[src/card_regs_pkg.sv]
// constants, types and helpers shared by the card address/specific-data bank
package card_regs_pkg;

    // ----------------------------------------------------------------
    // command indices on the card bus
    // ----------------------------------------------------------------
    localparam logic [5:0] CMD_GO_IDLE   = 6'h00;
    localparam logic [5:0] CMD_SET_ADDR  = 6'h03;
    localparam logic [5:0] CMD_SELECT    = 6'h07;
    localparam logic [5:0] CMD_SEND_DATA = 6'h09;
    localparam logic [5:0] CMD_PROG_DATA = 6'h1B;

    // ----------------------------------------------------------------
    // relative address
    // ----------------------------------------------------------------
    localparam logic [15:0] RCA_DEFAULT  = 16'h0001;
    localparam logic [15:0] RCA_RESERVED = 16'h0000;
    localparam int          ARG_ADDR_LO  = 16;

    // ----------------------------------------------------------------
    // specific-data field values
    // ----------------------------------------------------------------
    localparam logic [1:0]  STRUCTURE_CODE           = 2'h3;
    localparam logic [3:0]  SPEC_VERSION             = 4'h4;
    localparam logic [7:0]  ASYNC_READ_ACCESS_TIME   = 8'h27;
    localparam logic [7:0]  CLOCKED_READ_ACCESS_TIME = 8'h01;
    localparam logic [7:0]  MAX_BUS_CLOCK            = 8'h32;
    localparam logic [11:0] COMMAND_CLASS_MASK       = 12'h0F5;
    localparam logic [3:0]  MAX_READ_BLOCK_LENGTH    = 4'h9;
    localparam logic        PARTIAL_READ_ALLOWED     = 1'b0;
    localparam logic        WRITE_MISALIGN_ALLOWED   = 1'b0;
    localparam logic        READ_MISALIGN_ALLOWED    = 1'b0;
    localparam logic        DRIVER_STAGE_PRESENT     = 1'b0;
    localparam logic [11:0] CAPACITY_CODE            = 12'hFFF;
    localparam logic [2:0]  SUPPLY_CURRENT_CODE      = 3'h7;
    localparam logic [2:0]  CAPACITY_MULTIPLIER      = 3'h7;
    localparam logic [4:0]  ERASE_GROUP_SIZE         = 5'h1F;
    localparam logic [4:0]  ERASE_GROUP_MULTIPLIER   = 5'h1F;
    localparam logic [4:0]  PROTECT_GROUP_SIZE       = 5'h0F;
    localparam logic        PROTECT_GROUP_ON         = 1'b1;
    localparam logic [1:0]  DEFAULT_ECC_CODE         = 2'h0;
    localparam logic [2:0]  WRITE_SPEED_FACTOR       = 3'h2;
    localparam logic [3:0]  MAX_WRITE_BLOCK_LENGTH   = 4'h9;
    localparam logic        PARTIAL_WRITE_ALLOWED    = 1'b0;
    localparam logic        CONTENT_PROTECT          = 1'b0;
    localparam logic [1:0]  RSVD2                    = 2'h0;
    localparam logic [3:0]  RSVD4                    = 4'h0;

    localparam logic [127:0] CSD_DEFAULT = {
        STRUCTURE_CODE, SPEC_VERSION, RSVD2,
        ASYNC_READ_ACCESS_TIME, CLOCKED_READ_ACCESS_TIME, MAX_BUS_CLOCK,
        COMMAND_CLASS_MASK, MAX_READ_BLOCK_LENGTH,
        PARTIAL_READ_ALLOWED, WRITE_MISALIGN_ALLOWED,
        READ_MISALIGN_ALLOWED, DRIVER_STAGE_PRESENT, RSVD2,
        CAPACITY_CODE, SUPPLY_CURRENT_CODE, SUPPLY_CURRENT_CODE,
        SUPPLY_CURRENT_CODE, SUPPLY_CURRENT_CODE, CAPACITY_MULTIPLIER,
        ERASE_GROUP_SIZE, ERASE_GROUP_MULTIPLIER, PROTECT_GROUP_SIZE,
        PROTECT_GROUP_ON, DEFAULT_ECC_CODE, WRITE_SPEED_FACTOR,
        MAX_WRITE_BLOCK_LENGTH, PARTIAL_WRITE_ALLOWED, RSVD4,
        CONTENT_PROTECT, 16'h0001};

    // ----------------------------------------------------------------
    // per-bit access classes
    // ----------------------------------------------------------------
    localparam logic [127:0] OTP_MASK   = 128'h0000_0000_0000_0000_0000_0000_0000_EC00;
    localparam logic [127:0] NV_MASK    = 128'h0000_0000_0000_0000_0000_0000_0000_13FE;
    localparam logic [127:0] CP_MASK    = 128'h0;
    localparam logic [127:0] EP_MASK    = 128'h0;
    localparam logic [127:0] HIDDEN     = 128'h0;
    localparam logic [127:0] FIXED_MASK = ~(OTP_MASK | NV_MASK | CP_MASK | EP_MASK);
    localparam logic [127:0] READ_MASK  = ~HIDDEN;
    localparam logic [127:0] ONE_BIT    = 128'h1;
    localparam logic [127:0] CRC_MASK   = 128'hFE;
    localparam int           CRC_LO     = 1;

    // ----------------------------------------------------------------
    // types
    // ----------------------------------------------------------------
    typedef enum logic [1:0] {
        ST_IDENT   = 2'b00,
        ST_STANDBY = 2'b01,
        ST_TRANSFER = 2'b10
    } card_state_t;

    typedef struct packed {
        logic         valid;
        logic [5:0]   index;
        logic [31:0]  arg;
        logic [127:0] data;
    } bus_cmd_t;

    // checksum over the upper 120 bits, polynomial x^7 + x^3 + 1
    function automatic logic [6:0] crc7_f(input logic [119:0] d);
        logic [6:0] c;
        logic       fb;
        c = 7'h00;
        for (int i = 119; i >= 0; i--) begin
            fb = d[i] ^ c[6];
            c = {c[5:0], 1'b0};
            c[0] = fb;
            c[3] = c[3] ^ fb;
        end
        return c;
    endfunction

    // bits that a program command may change right now
    function automatic logic [127:0] write_mask_f(input logic otp_done,
                                                  input logic cp_done);
        return NV_MASK | EP_MASK | (otp_done ? 128'h0 : OTP_MASK)
               | (cp_done ? 128'h0 : CP_MASK);
    endfunction

endpackage

[src/card_regs.sv]
// relative address and specific-data register bank of the card
`timescale 1ns/1ps
`default_nettype none
// How it works
// - a 16-bit relative address register holds the address the host assigns during identification.
// - after identification the card answers selects and data requests only when they carry its own address.
// - after reset the relative address reads 0x0001 until the host assigns another.
// - address 0x0000 is never taken as an address, and a select carrying it sends a card in transfer back to stand-by.
// - only W or E class fields change, and only through the program command; others ignore it.
// - R fields are read-only; W and R/W fields both take one program and both show, since no field is hidden.
// - R/W/E and W/E fields rewrite freely and survive power loss, hardware reset and go-idle.
// - R/W/C_P fields clear on power or hardware reset, survive go-idle, accept one write once cleared.
// - R/W/E_P and W/E_P fields rewrite freely and fall back to default on any reset including go-idle.
// - the register shows structure code 3h at the top, version 4h, access times 27h and 01h.
// - read block length code 9h, with partial and misaligned reads all reported as not allowed.
// - write block length code 9h, partial writes not allowed, write speed factor 2h.
// - maximum bus clock code 32h and command class mask 0F5h.
// - erase group size and multiplier 1Fh, capacity code FFFh with multiplier 7h.
// - protect group size 0Fh and protect group enable set.
// - a 7-bit checksum sits in bits 7 to 1 and bit 0 always reads 1.
module card_regs (
    input  wire logic                    clk_i,
    input  wire logic                    rst_n_i,
    input  wire logic                    nv_init_i,
    input  wire logic                    bus_clk_i,
    input  wire card_regs_pkg::bus_cmd_t cmd_pin_i,
    output logic [15:0]                  rca_o,
    output card_regs_pkg::card_state_t   state_o,
    output logic                         resp_o,
    output logic                         data_valid_o,
    output logic [127:0]                 data_o
);
    import card_regs_pkg::*;

    // ----------------------------------------------------------------
    // command intake
    // ----------------------------------------------------------------
    bus_cmd_t cmd;

    bus_sampler u_sampler (
        .clk_i     (clk_i),
        .rst_n_i   (rst_n_i),
        .bus_clk_i (bus_clk_i),
        .cmd_pin_i (cmd_pin_i),
        .cmd_o     (cmd)
    );

    logic        addr_hit;
    logic [15:0] cmd_addr;
    assign cmd_addr = cmd.arg[ARG_ADDR_LO +: 16];
    assign addr_hit = (cmd_addr == rca_o);

    logic is_idle;
    logic is_set;
    logic is_sel;
    logic is_send;
    logic is_prog;
    assign is_idle = cmd.valid && (cmd.index == CMD_GO_IDLE);
    assign is_set  = cmd.valid && (cmd.index == CMD_SET_ADDR);
    assign is_sel  = cmd.valid && (cmd.index == CMD_SELECT);
    assign is_send = cmd.valid && (cmd.index == CMD_SEND_DATA);
    assign is_prog = cmd.valid && (cmd.index == CMD_PROG_DATA);

    // ----------------------------------------------------------------
    // relative address and card state
    // ----------------------------------------------------------------
    always_ff @(posedge clk_i) begin
        if (!rst_n_i || is_idle) begin
            rca_o <= RCA_DEFAULT;
        end else if (is_set && state_o == ST_IDENT
                     && cmd_addr != RCA_RESERVED) begin
            rca_o <= cmd_addr;
        end
    end

    always_ff @(posedge clk_i) begin
        if (!rst_n_i || is_idle) begin
            state_o <= ST_IDENT;
        end else begin
            case (state_o)
                ST_IDENT: begin
                    if (is_set && cmd_addr != RCA_RESERVED) begin
                        state_o <= ST_STANDBY;
                    end
                end
                ST_STANDBY: begin
                    if (is_sel && addr_hit) begin
                        state_o <= ST_TRANSFER;
                    end
                end
                ST_TRANSFER: begin
                    // a select for anyone else, address 0 included, parks us
                    if (is_sel && !addr_hit) begin
                        state_o <= ST_STANDBY;
                    end
                end
                default: begin
                    state_o <= ST_IDENT;
                end
            endcase
        end
    end

    // ----------------------------------------------------------------
    // specific-data storage
    // ----------------------------------------------------------------
    // nonvolatile bits have no power-on value here; nv_init_i stands in
    // for the factory load and must be pulsed once before use
    logic [127:0] image_r;
    logic         otp_done_r;
    logic         cp_done_r;
    logic [127:0] wmask;
    logic         prog_ok;
    logic [127:0] base;

    assign wmask   = write_mask_f(otp_done_r, cp_done_r);
    assign prog_ok = is_prog && state_o == ST_TRANSFER;
    assign base    = (CSD_DEFAULT & ~CRC_MASK)
                     | ({120'h0, crc7_f(CSD_DEFAULT[127:8]), 1'b0});

    always_ff @(posedge clk_i) begin
        if (nv_init_i) begin
            image_r <= base;
        end else if (!rst_n_i) begin
            // power/hardware reset: only E and OTP fields survive
            image_r <= (image_r & (NV_MASK | OTP_MASK))
                       | (CSD_DEFAULT & ~(NV_MASK | OTP_MASK));
        end else if (is_idle) begin
            image_r <= (image_r & ~EP_MASK)
                       | (CSD_DEFAULT & EP_MASK);
        end else if (prog_ok) begin
            // fixed and reserved bits are outside wmask
            image_r <= (image_r & ~wmask)
                       | (cmd.data & wmask);
        end
    end

    always_ff @(posedge clk_i) begin
        if (nv_init_i) begin
            otp_done_r <= 1'b0;
        end else if (prog_ok) begin
            otp_done_r <= 1'b1;
        end
    end

    always_ff @(posedge clk_i) begin
        if (!rst_n_i) begin
            cp_done_r <= 1'b0;
        end else if (prog_ok) begin
            cp_done_r <= 1'b1;
        end
    end

    // ----------------------------------------------------------------
    // answers
    // ----------------------------------------------------------------
    always_ff @(posedge clk_i) begin
        if (!rst_n_i) begin
            data_valid_o <= 1'b0;
            data_o       <= '0;
        end else begin
            data_valid_o <= is_send && addr_hit && state_o == ST_STANDBY;
            if (is_send && addr_hit && state_o == ST_STANDBY) begin
                // hidden classes read zero, bit 0 forced high
                data_o <= (image_r & READ_MASK) | ONE_BIT;
            end
        end
    end

    always_ff @(posedge clk_i) begin
        if (!rst_n_i) begin
            resp_o <= 1'b0;
        end else begin
            resp_o <= is_idle ? 1'b0
                    : is_set ? (state_o == ST_IDENT
                                && cmd_addr != RCA_RESERVED)
                    : is_sel ? (addr_hit && state_o != ST_IDENT)
                    : is_send ? (addr_hit && state_o == ST_STANDBY)
                    : prog_ok;
        end
    end

    // ----------------------------------------------------------------
    // checks
    // ----------------------------------------------------------------
    logic rst_q_r;
    always_ff @(posedge clk_i) begin
        rst_q_r <= rst_n_i;
    end

    property p_rca_default;
        @(posedge clk_i) rst_n_i && !rst_q_r |-> rca_o == RCA_DEFAULT;
    endproperty
    a_rca_default: assert property (p_rca_default)
        else $error("address not default after reset");

    property p_rca_nonzero;
        @(posedge clk_i) disable iff (!rst_n_i) rca_o != RCA_RESERVED;
    endproperty
    a_rca_nonzero: assert property (p_rca_nonzero)
        else $error("reserved address held");

    property p_assign;
        @(posedge clk_i) disable iff (!rst_n_i)
            is_set && state_o == ST_IDENT && cmd_addr != RCA_RESERVED
            |=> rca_o == $past(cmd_addr) && state_o == ST_STANDBY;
    endproperty
    a_assign: assert property (p_assign)
        else $error("address not taken");

    property p_deselect;
        @(posedge clk_i) disable iff (!rst_n_i)
            is_sel && cmd_addr == RCA_RESERVED && state_o == ST_TRANSFER
            |=> state_o == ST_STANDBY;
    endproperty
    a_deselect: assert property (p_deselect)
        else $error("select 0 did not park");

    property p_fixed;
        @(posedge clk_i) disable iff (!rst_n_i || nv_init_i)
            ##1 (image_r & FIXED_MASK) == (CSD_DEFAULT & FIXED_MASK);
    endproperty
    a_fixed: assert property (p_fixed)
        else $error("read-only field changed");

    property p_readout;
        @(posedge clk_i) disable iff (!rst_n_i)
            data_valid_o |-> data_o[0] && data_o[127:126] == STRUCTURE_CODE
            && data_o[83:80] == MAX_READ_BLOCK_LENGTH
            && data_o[25:22] == MAX_WRITE_BLOCK_LENGTH
            && data_o[36:32] == PROTECT_GROUP_SIZE;
    endproperty
    a_readout: assert property (p_readout)
        else $error("bad specific-data readout");

    property p_otp_once;
        @(posedge clk_i) disable iff (!rst_n_i || nv_init_i)
            prog_ok && otp_done_r |=> $stable(image_r & OTP_MASK);
    endproperty
    a_otp_once: assert property (p_otp_once)
        else $error("one-time field reprogrammed");

    property p_nv_keep;
        @(posedge clk_i) disable iff (nv_init_i)
            (is_idle || !rst_n_i) && !nv_init_i
            |=> $stable(image_r & NV_MASK);
    endproperty
    a_nv_keep: assert property (p_nv_keep)
        else $error("retained field lost on reset");

    property p_send_addr;
        @(posedge clk_i) disable iff (!rst_n_i)
            data_valid_o |-> $past(addr_hit) && $past(is_send);
    endproperty
    a_send_addr: assert property (p_send_addr)
        else $error("answered a foreign address");

    property p_prog_sel;
        @(posedge clk_i) disable iff (!rst_n_i || nv_init_i)
            is_prog && state_o != ST_TRANSFER |=> $stable(image_r);
    endproperty
    a_prog_sel: assert property (p_prog_sel)
        else $error("program accepted while not selected");

    c_assign: cover property (@(posedge clk_i) is_set && resp_o == 1'b0
                              ##1 resp_o);
    c_select: cover property (@(posedge clk_i) state_o == ST_TRANSFER);
    c_prog:   cover property (@(posedge clk_i) prog_ok);
    c_read:   cover property (@(posedge clk_i) data_valid_o);

endmodule
`default_nettype wire

[src/bus_sampler.sv]
// samples the card bus clock and command fields into the core clock domain
`timescale 1ns/1ps
`default_nettype none
module bus_sampler (
    input  wire logic                   clk_i,
    input  wire logic                   rst_n_i,
    input  wire logic                   bus_clk_i,
    input  wire card_regs_pkg::bus_cmd_t cmd_pin_i,
    output card_regs_pkg::bus_cmd_t     cmd_o
);
    import card_regs_pkg::*;

    // ----------------------------------------------------------------
    // two-stage synchronisers; fields ride with the clock so they are
    // settled half a bus period before the sampled rising edge
    // ----------------------------------------------------------------
    logic     clk_s1_r;
    logic     clk_s2_r;
    logic     clk_s3_r;
    bus_cmd_t cmd_s1_r;
    bus_cmd_t cmd_s2_r;

    always_ff @(posedge clk_i) begin
        if (!rst_n_i) begin
            clk_s1_r <= 1'b0;
            clk_s2_r <= 1'b0;
            clk_s3_r <= 1'b0;
            cmd_s1_r <= '0;
            cmd_s2_r <= '0;
        end else begin
            clk_s1_r <= bus_clk_i;
            clk_s2_r <= clk_s1_r;
            clk_s3_r <= clk_s2_r;
            cmd_s1_r <= cmd_pin_i;
            cmd_s2_r <= cmd_s1_r;
        end
    end

    // ----------------------------------------------------------------
    // one-cycle command pulse on each bus clock rising edge
    // ----------------------------------------------------------------
    always_ff @(posedge clk_i) begin
        if (!rst_n_i) begin
            cmd_o <= '0;
        end else begin
            cmd_o       <= cmd_s2_r;
            cmd_o.valid <= cmd_s2_r.valid & clk_s2_r & ~clk_s3_r;
        end
    end

endmodule
`default_nettype wire

[config.mk]
export PLATFORM = sky130hd
export DESIGN_NAME = card_regs
export DESIGN_NICKNAME = d
export VERILOG_FILES = /design/src/card_regs_pkg.sv /design/src/card_regs.sv /design/src/bus_sampler.sv
export SDC_FILE = /design/constraint.sdc
export NUM_CORES = 1
export LEC_CHECK = 0
export ABC_AREA = 1
export BUFFER_PORTS_ARGS = -buffer_cell sky130_fd_sc_hd__buf_2
export CAP_MARGIN = 0
export CORE_UTILIZATION = 55
export CTS_CLUSTER_SIZE = 20
export DETAILED_ROUTE_END_ITERATION = 16
export GPL_TIMING_DRIVEN = 0
export PLACE_DENSITY = 0.79
export SLEW_MARGIN = 20
export SYNTH_ARGS = -nofsm -noshare
export SYNTH_HDL_FRONTEND = slang
export SYNTH_HIERARCHICAL = 1
export SYNTH_SLANG_ARGS = --single-unit
[constraint.sdc]
create_clock -name clk_i -period 1.95 [get_ports clk_i]
set_input_delay 0.195 -clock clk_i [delete_from_list [all_inputs] [get_ports clk_i]]
set_output_delay 0.195 -clock clk_i [all_outputs]
set_load 0.05 [all_outputs]
=== Word-level counts from Yosys, hierarchy flattened ===
Cells that the tools add are included.

* Logic and storage cells: 78
* Register bits after elaboration: 781

* Bitwise logic cells: 9
* Eq/ne operators: 10
* Muxes and demuxes: 8
* Reduce and logical (&&, ||, !) cells: 28

{| class="wikitable"
|+ Operator list
! kind !! number
|-
| $and 128x128->128 || 1
|-
| $and 128x16->128 || 1
|-
| $not 16->128 || 1
|-
| $or 128x128->128 || 1
|-
| $eq 16x16->1 || 1
|-
| $logic_and 1x1->1 || 16
|-
| $mux 16 || 1
|-
| $reduce_bool 16->1 || 1
|-
| $eq 6x2->1 const B || 1
|-
| $eq 6x3->1 const B || 1
|-
| $eq 6x4->1 const B || 1
|-
| $eq 6x5->1 const B || 1
|-
| $logic_not 6->1 || 1
|-
| $mux 2 || 3
|-
| $pmux 2 s3 || 1
|-
| $reduce_and 3->1 || 2
|-
| $ne 2x2->1 const B || 2
|-
| $reduce_or 2->1 || 2
|-
| $mux 1 || 3
|-
| $not 1->1 || 3
|-
| $and 1x1->1 || 2
|-
| $eq 2x1->1 const B || 1
|-
| $eq 2x2->1 const B || 1
|-
| $logic_not 1->1 || 2
|-
| 5 further kinds || 5
|}

=== Logic depth before layout (Yosys ltp) ===
* Depth in word-level cells: 6
* Mapped depth: 12
* Gate-level depth less buffers: 12

=== By module ===
Netlist, hierarchy kept.

{| class="wikitable"
|+ Modules (own cells, without submodules)
! module !! area an instance (sq um) !! instances !! cells each
|-
| bus_sampler || 14498.9 || 1 || 1569
|-
| card_regs || 3271.9 || 1 || 462
|}

=== Worst setup path after synthesis ===
No wires, ideal clock.

* Path kind: flip-flop to output port
* From: register data_o[126] (netlist name)
* To: output data_o[100]
* Required time: 1755 ps
* Data arrival time: 2056 ps
* Stages on the path, launching flop included: 2
* Path slack: -301 ps
* Buffers on the path: 1
* Path through: dfxtp_1 buf_4

{| class="wikitable"
|+ RTL lines
! item !! line !! text
|-
| end: declaration || card_regs.sv:31 || <nowiki>output logic [127:0] data_o</nowiki>
|}

==> impl_metrics.env <==
export IMPL_outcome="finished clean"
export IMPL_crit_chain="buf_12 -> buf_4 -> buf_2"
export IMPL_finalHoldViolations=0
export IMPL_io_buffers=140
export IMPL_seqCellArea_mm2=0.00339
export IMPL_firstDrtPassIters=6
export IMPL_cp_max_fo=34
export IMPL_powerDensity_mw_per_mm2=842
export IMPL_path_depth=3
export IMPL_h_tree_depth=4
export IMPL_multiInputGateArea_mm2=0.00171
export IMPL_grt_pass1_wl_um=22900
export IMPL_coreArea_mm2=0.0117
export IMPL_cp_start_kind="flop"
export IMPL_layout_drive_gt1_share_pct=30.5
export IMPL_wl_per_cell_um=11.6
export IMPL_critical_path_max_stage_delay_ns=0.60
export IMPL_grt_setup_unrepaired="false"
export IMPL_p_leak_nw=5.19
export IMPL_hold_path_class="in2reg"
export IMPL_drt_initial_drc_count=307
export IMPL_required_ns=1.75
export IMPL_rows=39
export IMPL_cts_buffer_depth=2
export IMPL_dpl_hpwl_um=9160
export IMPL_crit_family="buffers and inverters"
export IMPL_track_usage_pct=23.4
export IMPL_filler_cell_count=763
export IMPL_start_util_pct=57.6
export IMPL_grt_overflow=0
export IMPL_io_pins=319
export IMPL_clock_latency_ns=0.43
export IMPL_maxSlewHeadroom_pct=65.4
export IMPL_r2r_end="rca_o[12]$_SDFFE_PP0P_"
export IMPL_skew_ns=0.00978
export IMPL_routed_via_count=5242
export IMPL_worst_pin_slew_ns=0.518
export IMPL_die_w_um=113
export IMPL_cts_root_buf="clkbuf_16"
export IMPL_setup_worst_path_start="data_o[126]$_SDFFE_PN0P_"
export IMPL_antenna_found_initial=1
export IMPL_grt_max_degree=67
export IMPL_die_area_mm2=0.0127
export IMPL_antenna_left=0
export IMPL_synth_warnings=6
export IMPL_cts_tree="yes"
export IMPL_finalCritPeriodShare_pct=95.2
export IMPL_ir_drop_mv=0.691
export IMPL_max_cap_viol_count=0
export IMPL_clkSinkCount=169
export IMPL_period_needed_ns=1.86
export IMPL_nets=1253
export IMPL_r2r_start="u_sampler/cmd_o[160]$_SDFF_PN0_"
export IMPL_fin_setup_tns_ns=0
export IMPL_setup_slack_ns=0.0940
export IMPL_path_buf_inv=3
export IMPL_cp_endpoint="data_o[32]"
export IMPL_worstPathArrival_ns=1.66
export IMPL_syn_area_per_cell_um2=8.04
export IMPL_rrSetupSlack_ns=0.24
export IMPL_cts_inserted_buffers=17
export IMPL_drc=0
export IMPL_area_delta_synth_final_pct=30.5
export IMPL_crit_slowest_cell="dfxtp_4"
export IMPL_vias_per_cell=4.23
export IMPL_slew_violations=0
export IMPL_gp_congestion=0.818
export IMPL_fmax_mhz=539
export IMPL_crit_type="reg2out"
export IMPL_path_clk_slew_ns=0.07
export IMPL_dp_slack_ns=0.174
export IMPL_r2r_cells=6
export IMPL_grt_pass1_vias=4892
export IMPL_drt_wl_total_um=14400
export IMPL_setup_viol_count_final=0
export IMPL_fp_dieH_um=113
export IMPL_synthCells=835
export IMPL_end_kind="output port"
export IMPL_syn_area_mm2=0.00672
==> per-layer routing <==
layer,vias up,wire [µm],GRT usage (%)
met5,-,0,0
met4,0,403,10.8
met3,20,1070,6.75
met2,202,6940,41.4
met1,2243,5980,25.8
li1,2777,-,-
==> cells in the final DEF (no fill, tap or decap), types with 3 or more instances in the layout <==
cell           count
clkbuf_1           3
dfxtp_1          168
buf_4            113
inv_1            175
clkbuf_16         17
o21ai_0           22
clkbuf_8           3
nand3_1            5
nor2_2             4
inv_6              4
nand4_1            9
nor2_1            40
dlygate4sd3_1     40
buf_6             20
nor2_4             3
a21oi_1           31
inv_2              3
clkinvlp_4         4
nand2_1          191
nor4_1             5
buf_2            146
o21ai_1           20
conb_1            48
==> state kept, by name, indices dropped and copies added (netlist names), named ones only <==
name and flops:
u_sampler/cmd_s1_r 38, u_sampler/cmd_o 38, resp_o 1, state_o 2, u_sampler/clk_s1_r 1, u_sampler/cmd_s2_r 38, data_valid_o 1, image_r 10
otp_done_r 1, rca_o 16, data_o 16, u_sampler/clk_s3_r 1, u_sampler/clk_s2_r 1
==> area by class of cell <==
type,instances,share of cell area [%]
Clock inverter,13,1.26
Inverter,178,7.63
Buffer,144,12.9
Tap cell,143,2.04
Clock buffer,19,5.17
Antenna cell,1,0.0286
Sequential cell,169,38.7
Timing Repair Buffer,181,12.8
Multi-Input combinational cell,391,19.5
==> worst min-delay path, cell delays in order <==
cell     delay, ns
buf_6         0.13
buf_6         0.13
nand2_1       0.05
inv_1         0.04
==> power breakdown <==
| part | internal (mW) | switching (mW) | total [mW] |
|---|---|---|---|
| registers | 3.55 | 0.0334 | 3.58 |
| clock network | 1.73 | 1.42 | 3.15 |
| logic | 0.246 | 0.401 | 0.647 |
| total | 5.52 | 1.85 | 7.37 |
==> worst min path at each step <==
stage               slack [ns]      startpoint                                  to  depth (start not counted)
floorplan                 0.27       nv_init_i             otp_done_r$_SDFFE_PP0P_                          1
CTS                       0.15         rst_n_i  u_sampler/cmd_s1_r[161]$_SDFF_PN0_                          4
global route              0.18         rst_n_i  u_sampler/cmd_s1_r[161]$_SDFF_PN0_                          4
detailed placement        0.38  cmd_pin_i[153]  u_sampler/cmd_s1_r[153]$_SDFF_PN0_                          3
global placement          0.37  cmd_pin_i[161]  u_sampler/cmd_s1_r[161]$_SDFF_PN0_                          3
finish                    0.16         rst_n_i  u_sampler/cmd_s1_r[161]$_SDFF_PN0_                          4
==> metrics by stage <==
| step | instance area, µm² | hold slack (ns) | total power [mW] | instances | util (%) |
|---|---|---|---|---|---|
| after detailed placement | 7770 | 0.379 | 4.22 | 1165 | 66.7 |
| final | 8760 | 0.157 | 7.37 | 1239 | 75.1 |
| after global placement | 7770 | 0.374 | 4.21 | 1165 | 66.7 |
| after floorplan | 6890 | 0.267 | 4.13 | 882 | - |
| after global routing | 8760 | 0.176 | 7.60 | 1239 | 75.1 |
| after CTS | 8740 | 0.150 | 7.38 | 1237 | 74.9 |
==> repair_timing <==
action                                  in CTS  in global routing
gates cloned                                 0                  0
hold buffers                                40                  0
pin swaps                                    0                  0
endpoints found under the setup margin      65                 44
setup buffers                                0                  1
resized for setup                            1                  0
hold endpoints to repair                    40                  0
Note: power is estimated with default switching activity, not from simulation.
